--- config.mk ---
export PLATFORM = sky130hd
export DESIGN_NAME = digital_input_function_logic
export DESIGN_NICKNAME = d
export VERILOG_FILES = /design/src/pkg/difl_pkg.sv /design/src/hdl/digital_input_function_logic.sv
export VERILOG_INCLUDE_DIRS = /design/src /design/src/pkg
export SDC_FILE = /design/constraint.sdc
export NUM_CORES = 1
export LEC_CHECK = 0
export ABC_CLOCK_PERIOD_IN_PS = 6200
export BUFFER_PORTS_ARGS = -buffer_cell sky130_fd_sc_hd__clkbuf_2
export CAP_MARGIN = 20
export CORE_MARGIN = 3
export CORE_UTILIZATION = 50
export DETAILED_ROUTE_END_ITERATION = 7
export GPL_TIMING_DRIVEN = 0
export PLACE_DENSITY_LB_ADDON = 0.08
export SLEW_MARGIN = 20
export SYNTH_ARGS = -nofsm -noshare
export SYNTH_HDL_FRONTEND = slang
export SYNTH_SLANG_ARGS = --single-unit
--- constraint.sdc ---
create_clock -name clk -period 6.2 [get_ports clk]
set_clock_uncertainty 0.05 [all_clocks]
set_input_delay 1.55 -clock clk [delete_from_list [all_inputs] [get_ports clk]]
set_output_delay 1.55 -clock clk [all_outputs]
set_load 0.05 [all_outputs]
--- src/pkg/difl_map.svh ---
// function codes, field widths and timing counts for the digital input function logic
// assumes a 125 MHz drive clock
`ifndef DIFL_MAP_SVH
`define DIFL_MAP_SVH
`define FC_PID_INT_RESET 8'h30
`define FC_PID_INT_HOLD 8'h31
`define FC_PRESET_BIT4 8'h32
`define FC_PID_SFS_CANCEL 8'h34
`define FC_PID_SIGN_INV 8'h35
`define FC_FWD_RUN 8'h40
`define FC_REV_RUN 8'h41
`define FC_RUN2 8'h42
`define FC_DIR2 8'h43
`define FC_OFFSET1 8'h44
`define FC_OFFSET2 8'h45
`define FC_OFFSET3 8'h46
`define FC_DC_BRAKE 8'h60
`define FC_SEARCH1 8'h61
`define FC_SEARCH2 8'h62
`define FC_KEB_NC 8'h65
`define FC_KEB_NO 8'h66
`define FC_LOOPBACK 8'h67
`define FC_HSB 8'h68
`define FC_ENABLE 8'h6A
`define FC_BIAS_UP 8'h75
`define FC_BIAS_DOWN 8'h76
`define CLK_MHZ 125
`define BIAS_SAVE_S 5
`define BIAS_SAVE_CYC (`BIAS_SAVE_S * `CLK_MHZ * 1000000)
`define BIAS_W 16
`endif

--- src/pkg/difl_pkg.sv ---
// types shared by the digital input function logic
// no assumptions beyond the map header
`default_nettype none
package difl_pkg;
	typedef enum logic [1:0] {RUN_IDLE, RUN_ACTIVE, RUN_WAIT_CYCLE} run_state_t;
	typedef struct packed {
		logic int_reset;
		logic int_hold;
		logic sfs_cancel;
		logic sign_inv;
	} pid_ctl_t;
	typedef struct packed {
		logic run;
		logic reverse;
		logic ext_fault;
		logic stop_cmd;
	} run_ctl_t;
endpackage
`default_nettype wire

--- src/hdl/digital_input_function_logic.sv ---
// decodes multi-function digital inputs into run, braking and pid control actions
// inputs are synchronous to clk; config codes are held static while running
`default_nettype none
`include "difl_map.svh"
module digital_input_function_logic
	import difl_pkg::*;
#(
	parameter int N_IN = 7,
	parameter int SAVE_CYCLES = `BIAS_SAVE_CYC
) (
	input wire logic clk,
	input wire logic rst,
	input wire logic [N_IN-1:0] term_in,
	input wire logic [N_IN*8-1:0] input_function_select,
	input wire logic [N_IN-1:0] term_invert,
	input wire logic [2:0] preset_sel_low,
	input wire logic [`BIAS_W-1:0] offset_freq1,
	input wire logic [`BIAS_W-1:0] offset_freq2,
	input wire logic [`BIAS_W-1:0] offset_freq3,
	input wire logic [`BIAS_W-1:0] bias_step,
	input wire logic bias_save_enable,
	input wire logic jog_cmd,
	input wire logic motor_stopped,
	input wire logic speed_search_at_start,
	input wire logic speed_search_method,
	input wire logic [1:0] stopping_method_select,
	input wire logic serial_rx,
	output logic serial_tx,
	output logic loopback_ok,
	output logic loopback_active,
	output pid_ctl_t pid_ctl,
	output run_ctl_t run_ctl,
	output logic [1:0] stop_method,
	output logic [3:0] preset_sel,
	output logic [`BIAS_W-1:0] offset_total,
	output logic dc_brake,
	output logic search_enable,
	output logic search_from_max,
	output logic search_from_ref,
	output logic config_conflict_error,
	output logic kinetic_energy_ride_through,
	output logic high_slip_braking,
	output logic drive_disabled_indication,
	output logic [`BIAS_W-1:0] bias_value,
	output logic [`BIAS_W-1:0] saved_bias_value,
	output logic bias_saved_pulse
);
	localparam int CW = $clog2(SAVE_CYCLES + 1);

	// true if any terminal carries the code, and the combined closed level of those terminals
	function automatic logic [1:0] fn_lookup(input logic [N_IN*8-1:0] sel,
			input logic [N_IN-1:0] lvl, input logic [7:0] code);
		logic [1:0] r;
		r = 2'b00;
		for (int i = 0; i < N_IN; i++) begin
			if (sel[i*8 +: 8] == code) begin
				r[1] = 1'b1;
				r[0] = r[0] | lvl[i];
			end
		end
		return r;
	endfunction

	logic [N_IN-1:0] lvl_reg, lvl_next;
	always_comb begin
		lvl_next = term_in ^ term_invert;
	end
	always_ff @(posedge clk) begin
		if (rst) lvl_reg <= '0;
		else lvl_reg <= lvl_next;
	end

	logic [1:0] f_ir, f_ih, f_p4, f_sfs, f_inv, f_fwd, f_rev, f_run2, f_dir2;
	logic [1:0] f_o1, f_o2, f_o3, f_dc, f_s1, f_s2, f_knc, f_kno, f_lb, f_hsb;
	logic [1:0] f_en, f_up, f_dn;
	always_comb begin
		f_ir = fn_lookup(input_function_select, lvl_reg, `FC_PID_INT_RESET);
		f_ih = fn_lookup(input_function_select, lvl_reg, `FC_PID_INT_HOLD);
		f_p4 = fn_lookup(input_function_select, lvl_reg, `FC_PRESET_BIT4);
		f_sfs = fn_lookup(input_function_select, lvl_reg, `FC_PID_SFS_CANCEL);
		f_inv = fn_lookup(input_function_select, lvl_reg, `FC_PID_SIGN_INV);
		f_fwd = fn_lookup(input_function_select, lvl_reg, `FC_FWD_RUN);
		f_rev = fn_lookup(input_function_select, lvl_reg, `FC_REV_RUN);
		f_run2 = fn_lookup(input_function_select, lvl_reg, `FC_RUN2);
		f_dir2 = fn_lookup(input_function_select, lvl_reg, `FC_DIR2);
		f_o1 = fn_lookup(input_function_select, lvl_reg, `FC_OFFSET1);
		f_o2 = fn_lookup(input_function_select, lvl_reg, `FC_OFFSET2);
		f_o3 = fn_lookup(input_function_select, lvl_reg, `FC_OFFSET3);
		f_dc = fn_lookup(input_function_select, lvl_reg, `FC_DC_BRAKE);
		f_s1 = fn_lookup(input_function_select, lvl_reg, `FC_SEARCH1);
		f_s2 = fn_lookup(input_function_select, lvl_reg, `FC_SEARCH2);
		f_knc = fn_lookup(input_function_select, lvl_reg, `FC_KEB_NC);
		f_kno = fn_lookup(input_function_select, lvl_reg, `FC_KEB_NO);
		f_lb = fn_lookup(input_function_select, lvl_reg, `FC_LOOPBACK);
		f_hsb = fn_lookup(input_function_select, lvl_reg, `FC_HSB);
		f_en = fn_lookup(input_function_select, lvl_reg, `FC_ENABLE);
		f_up = fn_lookup(input_function_select, lvl_reg, `FC_BIAS_UP);
		f_dn = fn_lookup(input_function_select, lvl_reg, `FC_BIAS_DOWN);
	end

	// run sequencing
	run_state_t st_reg, st_next;
	logic hsb_reg, hsb_next, dc_reg, dc_next;
	run_ctl_t run_reg, run_next;
	logic dis_reg, dis_next;
	logic [1:0] stm_reg, stm_next;
	logic run_cmd, rev_cmd, fault, enabled;
	always_comb begin
		if (f_fwd[1] | f_rev[1]) begin
			run_cmd = f_fwd[0] ^ f_rev[0];
			rev_cmd = f_rev[0];
		end else begin
			run_cmd = f_run2[0];
			rev_cmd = f_dir2[0];
		end
		fault = f_fwd[0] & f_rev[0];
		enabled = ~f_en[1] | f_en[0];
		st_next = st_reg;
		hsb_next = hsb_reg;
		if (f_hsb[0]) hsb_next = 1'b1;
		else if (motor_stopped) hsb_next = 1'b0;
		case (st_reg)
			RUN_IDLE: begin
				// run held while disabled must be cycled
				if (run_cmd & ~enabled) st_next = RUN_WAIT_CYCLE;
				else if (run_cmd & ~fault & ~hsb_next) st_next = RUN_ACTIVE;
			end
			RUN_ACTIVE: begin
				if (~enabled) st_next = RUN_WAIT_CYCLE;
				else if (~run_cmd | fault | hsb_next) st_next = RUN_IDLE;
			end
			RUN_WAIT_CYCLE: begin
				if (~run_cmd) st_next = RUN_IDLE;
			end
			default: st_next = RUN_IDLE;
		endcase
		run_next.run = (st_next == RUN_ACTIVE) & enabled;
		run_next.reverse = rev_cmd;
		run_next.ext_fault = fault;
		run_next.stop_cmd = (st_reg == RUN_ACTIVE) & (st_next != RUN_ACTIVE);
		dis_next = ~enabled;
		stm_next = stopping_method_select;
		// brake while stopped, release on run or jog
		dc_next = dc_reg;
		if (run_cmd | jog_cmd) dc_next = 1'b0;
		else if (f_dc[0] & motor_stopped & (st_reg != RUN_ACTIVE)) dc_next = 1'b1;
		else if (~f_dc[0]) dc_next = 1'b0;
	end
	always_ff @(posedge clk) begin
		if (rst) begin
			st_reg <= RUN_IDLE;
			hsb_reg <= 1'b0;
			dc_reg <= 1'b0;
			run_reg <= '0;
			dis_reg <= 1'b0;
			stm_reg <= '0;
		end else begin
			st_reg <= st_next;
			hsb_reg <= hsb_next;
			dc_reg <= dc_next;
			run_reg <= run_next;
			dis_reg <= dis_next;
			stm_reg <= stm_next;
		end
	end

	// pid, preset, offsets, search, ride-through
	pid_ctl_t pid_reg, pid_next;
	logic [3:0] pre_reg, pre_next;
	logic [`BIAS_W-1:0] off_reg, off_next;
	logic [2:0] ss_reg, ss_next;
	logic cc_reg, cc_next, keb_reg, keb_next;
	always_comb begin
		pid_next.int_reset = f_ir[0];
		pid_next.int_hold = f_ih[0] & ~f_ir[0];
		pid_next.sfs_cancel = f_sfs[0];
		pid_next.sign_inv = f_inv[0];
		pre_next = {f_p4[0], preset_sel_low};
		off_next = (f_o1[0] ? offset_freq1 : '0) + (f_o2[0] ? offset_freq2 : '0)
			+ (f_o3[0] ? offset_freq3 : '0);
		ss_next[0] = speed_search_at_start | f_s1[0] | f_s2[0];
		ss_next[1] = ~speed_search_method & f_s1[0];
		ss_next[2] = ~speed_search_method & f_s2[0];
		cc_next = f_s1[1] & f_s2[1];
		keb_next = (f_knc[1] & ~f_knc[0]) | f_kno[0];
	end
	always_ff @(posedge clk) begin
		if (rst) begin
			pid_reg <= '0;
			pre_reg <= '0;
			off_reg <= '0;
			ss_reg <= '0;
			cc_reg <= 1'b0;
			keb_reg <= 1'b0;
		end else begin
			pid_reg <= pid_next;
			pre_reg <= pre_next;
			off_reg <= off_next;
			ss_reg <= ss_next;
			cc_reg <= cc_next;
			keb_reg <= keb_next;
		end
	end

	// loopback: toggle tx, registered rx must match tx of one cycle before
	logic tx_reg, tx_next, lbok_reg, lbok_next, lba_reg, lba_next, exp_reg, exp_next;
	logic rx_reg, rx_next;
	always_comb begin
		lba_next = f_lb[0];
		tx_next = lba_next ? ~tx_reg : 1'b1;
		exp_next = tx_reg;
		rx_next = serial_rx;
		lbok_next = lba_reg ? (lbok_reg & (rx_reg == exp_reg)) : 1'b1;
	end
	always_ff @(posedge clk) begin
		if (rst) begin
			tx_reg <= 1'b1;
			exp_reg <= 1'b1;
			rx_reg <= 1'b1;
			lbok_reg <= 1'b1;
			lba_reg <= 1'b0;
		end else begin
			tx_reg <= tx_next;
			exp_reg <= exp_next;
			rx_reg <= rx_next;
			lbok_reg <= lbok_next;
			lba_reg <= lba_next;
		end
	end

	// bias stepping, save after steady period
	logic [`BIAS_W-1:0] bias_reg, bias_next, sav_reg, sav_next;
	logic [CW-1:0] cnt_reg, cnt_next;
	logic sp_reg, sp_next;
	always_comb begin
		bias_next = bias_reg;
		if (f_up[0] & ~f_dn[0]) bias_next = bias_reg + bias_step;
		else if (f_dn[0] & ~f_up[0]) bias_next = bias_reg - bias_step;
		cnt_next = cnt_reg;
		sav_next = sav_reg;
		sp_next = 1'b0;
		if (bias_next != bias_reg) cnt_next = '0;
		else if (cnt_reg < CW'(SAVE_CYCLES)) begin
			cnt_next = cnt_reg + 1'b1;
			if (cnt_next == CW'(SAVE_CYCLES) && bias_save_enable) begin
				sav_next = bias_reg;
				sp_next = 1'b1;
			end
		end
	end
	always_ff @(posedge clk) begin
		if (rst) begin
			bias_reg <= '0;
			sav_reg <= '0;
			cnt_reg <= '0;
			sp_reg <= 1'b0;
		end else begin
			bias_reg <= bias_next;
			sav_reg <= sav_next;
			cnt_reg <= cnt_next;
			sp_reg <= sp_next;
		end
	end

	assign serial_tx = tx_reg;
	assign loopback_ok = lbok_reg;
	assign loopback_active = lba_reg;
	assign pid_ctl = pid_reg;
	assign run_ctl = run_reg;
	assign stop_method = stm_reg;
	assign preset_sel = pre_reg;
	assign offset_total = off_reg;
	assign dc_brake = dc_reg;
	assign search_enable = ss_reg[0];
	assign search_from_max = ss_reg[1];
	assign search_from_ref = ss_reg[2];
	assign config_conflict_error = cc_reg;
	assign kinetic_energy_ride_through = keb_reg;
	assign high_slip_braking = hsb_reg;
	assign drive_disabled_indication = dis_reg;
	assign bias_value = bias_reg;
	assign saved_bias_value = sav_reg;
	assign bias_saved_pulse = sp_reg;

	chk_reset_zero_hold: assert property (@(posedge clk) disable iff (rst)
		f_ir[0] |=> pid_ctl.int_reset && !pid_ctl.int_hold)
		else $error("integral reset not held");
	chk_hold_level: assert property (@(posedge clk) disable iff (rst)
		(f_ih[0] && !f_ir[0]) |=> pid_ctl.int_hold)
		else $error("integral hold missing");
	chk_fault_no_run: assert property (@(posedge clk) disable iff (rst)
		fault |=> run_ctl.ext_fault && !run_ctl.run)
		else $error("run during direction fault");
	chk_disabled_no_run: assert property (@(posedge clk) disable iff (rst)
		!enabled |=> !run_ctl.run && drive_disabled_indication)
		else $error("run while disabled");
	chk_run_cycle: assert property (@(posedge clk) disable iff (rst)
		(st_reg == RUN_WAIT_CYCLE && run_cmd) |=> !run_ctl.run)
		else $error("run without cycling");
	chk_enable_stop: assert property (@(posedge clk) disable iff (rst)
		(st_reg == RUN_ACTIVE && !enabled) |=> run_ctl.stop_cmd)
		else $error("no stop on enable loss");
	chk_hsb_latch: assert property (@(posedge clk) disable iff (rst)
		(high_slip_braking && !motor_stopped) |=> high_slip_braking)
		else $error("braking released early");
	chk_conflict_flag: assert property (@(posedge clk) disable iff (rst)
		(f_s1[1] && f_s2[1]) |=> config_conflict_error)
		else $error("search conflict not flagged");
	chk_dc_release: assert property (@(posedge clk) disable iff (rst)
		(run_cmd || jog_cmd) |=> !dc_brake)
		else $error("brake not released");
	chk_bias_save: assert property (@(posedge clk) disable iff (rst)
		bias_saved_pulse |-> saved_bias_value == bias_value && $stable(bias_value))
		else $error("bias save mismatch");
endmodule
`default_nettype wire

### After elaboration in Yosys (flattened, before gate mapping)

Cells that the tools add are included.

* word-level logic and storage cells: 550
* bits of input ports: 147
* register bits after elaboration: 115
* output and inout port bits: 74

* magnitude comparators: 1
* reductions and logical operators: 8
* muxes and demuxes: 172
* equality and inequality tests: 163
* bitwise gates (word level): 173
* add/subtract/negate cells: 5

Operator list (number)
* 8-bit by 7-bit equality test with 1-bit output, second input constant: 119
* 8-bit by 6-bit equality test with 1-bit output, second input constant: 35
* 1-bit bitwise OR: 140
* 1-bit two-way mux: 119
* 2-bit two-way mux: 47
* 16-bit two-way mux: 5
* 16-bit adder: 3
* 30-bit by 1-bit adder with 30-bit output, second input constant: 1
* 30-bit equality test, second input constant: 1
* 30-bit < comparator, second input constant: 1
* 1-bit bitwise AND: 16
* 16-bit != test: 1
* 16-bit subtractor: 1
* 1-bit inverter: 15
* 2-bit OR reduction: 4
* 7-bit bitwise XOR: 1
* 2-bit by 1-bit != test with 1-bit output, second input constant: 3
* 2-bit one-hot mux with 3 select lines: 1
* 2-bit by 1-bit equality test with 1-bit output, second input constant: 2
* 3-bit AND reduction: 1
* 3-bit OR reduction: 1
* 2-bit equality test, second input constant: 1
* 2-bit zero test: 1
* 1-bit equality test: 1
* 2 further kinds: 2

### Depth between registers and ports, before layout

* depth in word-level cells: 24
* gate-level depth with buffers: 22
* gate-level depth less buffers: 20

### Worst setup path before layout

Ideal clock, no wire load.

* path type: input-to-reg
* start point: in input_function_select[30]
* end point: reg off_reg[14] (netlist: offset_total[14])
* library setup time: 0.128 ns
* required time: 6.022 ns
* slack: 0.422 ns
* buffers on the path: 1
* stages on the path: 21
* arrival: 5.600 ns
* path through: nor3b_1 nor2b_1 and3_1 and3b_1 a311o_1 nor4_1 clkbuf_1 nand2b_1 fa_1 inv_1 ha_1 a21o_1 a21oi_1 o21bai_1 a21oi_1 o21bai_1 a41oi_1 a21oi_1 a31oi_1 xor2_1 nor2_1

* longest elaborated chain between the ends: 11
* elaborated cells on any way between the ends: 29
* classes of those cells: add/sub (2); eq/ne (3); mux (15); bitwise (9)

Ends and longest elaborated chain
* from (decl): RTL line digital_input_function_logic.sv:14 `input wire logic [N_IN*8-1:0] input_function_select,`
* 8-bit by 7-bit equality test with 1-bit output: RTL line digital_input_function_logic.sv:56 `if (sel[i*8 +: 8] == code) begin`
* 1-bit two-way mux: RTL line digital_input_function_logic.sv:56
* 1-bit bitwise OR: RTL line digital_input_function_logic.sv:58 `r[0] = r[0] | lvl[i];`
* 1-bit two-way mux: RTL line digital_input_function_logic.sv:56
* 1-bit bitwise OR: RTL line digital_input_function_logic.sv:58
* 1-bit two-way mux: RTL line digital_input_function_logic.sv:56
* 1-bit bitwise OR: RTL line digital_input_function_logic.sv:58
* 1-bit two-way mux: RTL line digital_input_function_logic.sv:56
* 16-bit two-way mux: RTL line digital_input_function_logic.sv:179 `off_next = (f_o1[0] ? offset_freq1 : '0) + (f_o2[0] ? offset_freq2 : '0)`
* 16-bit adder: RTL line digital_input_function_logic.sv:179
* 16-bit adder *: RTL line digital_input_function_logic.sv:180 `+ (f_o3[0] ? offset_freq3 : '0);`
* to (signal assigned): RTL line digital_input_function_logic.sv:198 `off_reg <= off_next;`
* to (decl): RTL line digital_input_function_logic.sv:170 `` logic [`BIAS_W-1:0] off_reg, off_next; ``

Every way passes the cells marked *; elsewhere a longest branch is shown, timed or not.
A chain may end at the register's enable or synchronous reset.

### Worst setup path in the final report

Same ends and word-level chain as after synthesis.

==> reports/summary.md <==
Logic synthesis
• 0 — Warnings, synthesis
• 1571 — syn nets
• 0 — Async S/R FF share, synth
• 0.07706 — xor and xnor area share after synthesis
• 0.3292 — synthesized-area fraction occupied by and/or/nand/nor cells
• 0.01029 sq mm — Mapped Area
• 0.2108 — Compound-Gate Fraction of Synth Area
• 0.09214 — adder and majority cell fraction of the synthesized area
• 0.2237 — portion of the post-synthesis area used by sequential elements
• 0 — number of enable flip-flop cells after synthesis
• 0.006321 — multiplexer share of the synthesized area
• 7.574 sq um — mean area per synthesized cell
• 115 — total of flip-flops plus latches after synthesis
• sky130_fd_sc_hd__dfxtp_1 — Most used DFF post-synth
• simple AND/OR/NAND/NOR gates — main combinational cell family by area after synthesis
• 90 — count of unique library cells instantiated by Yosys
• 1359 — Post-Syn Instances

Global route
• 0.3231 — total global routing track utilization
• 0 — antenna violations before repair
• 10840 — via count of the first global-routing pass
• 17 — maximum number of pins on one net before global-route repair
• 57.23 mm — first-pass GRT wire length
• 0 — final global-route overflow total

Final layout
• sky130_fd_sc_hd__clkbuf_2 — commonest non-fill, non-tap cell in the layout
• 0.2099 — fraction of final layout cells sized beyond drive strength 1
• 30 — number of flip-flops under the largest register name
• 0.01238 sq mm — final standard cell area without fillers
• 20.27% — P&R area growth vs syn
• 0 — # diodes
• 0.6239 — Core Util, Final
• 1802 — number of nets in the finished design
• sky130_fd_sc_hd__clkbuf_2 (219), sky130_fd_sc_hd__nor2_1 (140), sky130_fd_sc_hd__dfxtp_1 (115) — most frequent cells in the layout

STA
• 0 — total of endpoints with negative setup slack in the final report
• 0.9485 — fraction of the cycle the final worst path needs
• 0.3195 ns — least setup slack across all paths after layout
• 0 — Fin. Hold Viols
• 0.3421 ns — final worst hold slack
• 0 — count of final max-slew check failures
• false — unrepaired setup endpoints after global routing
• 170.1 MHz — Peak Freq
• 0.3397 — Relative slew margins
• 0.9829 ns — slew at the pin with the worst max-slew slack
• 5.880 ns — post-layout min period

Routing
• 0 — Post-route DRC
• 19.89 microns — wire length per cell
• 6 — detailed-routing iteration count for the pre-antenna-repair pass
• 966 — number of DRC markers in iteration 0
• 11440 — detailed-route via count
• 6.129 — vias per std cell
• 37.12 mm — routed wire length
• 0 — remaining antenna violation count

Place
• 29.44 mm — HPWL Detailed
• -0.4861 ns — pre-CTS setup slack
• 215 — number of port buffers
• 0.01171 sq mm — placed instance area
• 1.009 — last weighted congestion value of the routability-driven placer

Die
• 149.5 microns — floorplan die width
• 51 — number of placement rows
• 0.5187 — starting density of the core
• 149.5 microns — height of the chip
• 221 — I/O Pins
• 0.01985 sq mm — area of the core
• 0.02234 sq mm — area of the die

Setup path
• primary input — launching element type of the critical path
• sky130_fd_sc_hd__a21oi_1 — cell type with the highest occurrence count on the critical path
• sky130_fd_sc_hd__fa_1 — cell with the biggest individual delay on the critical path
• 6.12 ns — data arrival time of the critical path
• 3 — buffering stage count on the worst path with inverters included
• register — nature of the critical path endpoint
• 0.42 ns — worst stage delay on the critical path
• primary input to register — critical path class
• compound AO/OA/AOI/OAI gates — Top Family by Delay on Critical Path
• clkbuf_2, nor3b_2, nor2b_4, and3_1, and3b_1, a311o_1, nor4_4, clkbuf_2, nand2b_1, fa_1, inv_1, ha_1, a21o_1, a21oi_1, o21bai_1, a21oi_1, o21bai_1, a41oi_1, a21oi_1, a31oi_1, xor2_1, nor2_1 — cell chain of the critical path
• 10 — Max Fanout on Critical Path
• 6.44 ns — CP required

Clock tree
• 0.43 ns — insertion delay of the later-clocked pin in the worst-skew pair
• 0 — Post-CTS Setup Repair Bufs
• sky130_fd_sc_hd__clkbuf_16 — CTS root buf
• 115 — Sink Count
• yes — CTS tree
• 2 — number of buffers on the longest clock path
• 17 — number of clock buffers inserted by TritonCTS
• 0.05 ns — clock slew at the register clock pins of the worst setup and hold paths
• 4 — CTS H-tree lvls

Power
• 0.2881 — Switching Fraction
• 0.6362 mW — switching component of the power
• 5.021 nW — leakage
• 0.352 — share of total power in sequential cells
• 1.572 mW — internal cell power
• 0.464 — fraction of power consumed by the clock network
• 0.185 — logic gate share of total power
• 0.1489 mV — IR drop worst, VDD
• 178.3 mW/mm^2 — power density normalized to cell area

Job
• 0 — max-cap viol count

Worst hold path
• register to register — min-delay worst type

Run status
• finished, final reports clean — run status

cell families (layout without fill, tap and decap cells):
kind of cell    after synthesis  count (layout)
flops                       115             115
compound gates              309             309
buf+inv                     145             387
fa+ha+maj                    65              65
simple gates                630             630
mux                           6               6
xor+xnor                     89              89
synth_stat cells (22+ instances only):
cell type | instances | area share
sky130_fd_sc_hd__nor2b_1 | 62 | 0.038
sky130_fd_sc_hd__xnor2_1 | 53 | 0.045
sky130_fd_sc_hd__dfxtp_1 | 115 | 0.22
sky130_fd_sc_hd__nand4_1 | 41 | 0.025
sky130_fd_sc_hd__xor2_1 | 35 | 0.030
sky130_fd_sc_hd__o21ai_0 | 36 | 0.018
sky130_fd_sc_hd__nor2_1 | 141 | 0.051
sky130_fd_sc_hd__o22ai_1 | 22 | 0.013
sky130_fd_sc_hd__clkbuf_1 | 41 | 0.015
sky130_fd_sc_hd__nand2_1 | 90 | 0.033
sky130_fd_sc_hd__nand2b_1 | 31 | 0.019
sky130_fd_sc_hd__nor3_1 | 49 | 0.024
sky130_fd_sc_hd__nor4_1 | 25 | 0.015
sky130_fd_sc_hd__ha_1 | 47 | 0.057
sky130_fd_sc_hd__a21oi_1 | 77 | 0.037
sky130_fd_sc_hd__and2_1 | 23 | 0.014
sky130_fd_sc_hd__inv_1 | 71 | 0.026
sky130_fd_sc_hd__nand3_1 | 64 | 0.031
metal layers:
metal | wire (microns) | share of wire | GRT usage
met1 | 14870 | 0.40 | 0.3977
met2 | 17770 | 0.48 | 0.5441
met3 | 2739 | 0.074 | 0.05694
met4 | 1731 | 0.047 | 0.1611
met5 | 0 | 0 | 0
area by class of cell:
type,instances,area (sq um)
buffer,70,351.6
fill,1865,7465
clock inverter,8,126.4
clock buffer,22,484.2
multi-input combinational,1099,7438
sequential,115,2302
inverter,72,270.3
tap,265,331.6
timing repair buffer,215,1076
power groups by stage:
stage / sequential, mW / clock (mW) / combinational, mW
floorplan: 0.811 / 0 / 0.228
global placement: 0.790 / 0 / 0.395
detailed placement: 0.791 / 0 / 0.399
CTS: 0.775 / 1.03 / 0.400
global route: 0.777 / 1.07 / 0.442
finish: 0.776 / 1.02 / 0.408
final timing paths:
path	start	end	slack, ns	cells past startpoint
max	input_function_select[30]	offset_total[14]	0.32	22
min	serial_tx	serial_tx	0.34	1
max reg2reg	lvl_reg[0]	offset_total[14]	1.18	19
min reg2reg	serial_tx	serial_tx	0.34	1
metrics by stage:
step | TNS, ns | total power [mW] | std cells
2_1_floorplan | 0 | 1.039 | 1359
3_3_place_gp | -5.508 | 1.185 | 1839
3_5_place_dp | -1.693 | 1.189 | 1839
4_1_cts | 0 | 2.205 | 1869
5_1_grt | 0 | 2.285 | 1866
6_report | 0 | 2.208 | 1866
repair_timing:
item / in CTS / in global routing
gates resized for setup: 1 / 19
setup endpoints to repair: 1 / 6
hold buffers: 0 / 0
Note: power is estimated with default switching activity, not from simulation.
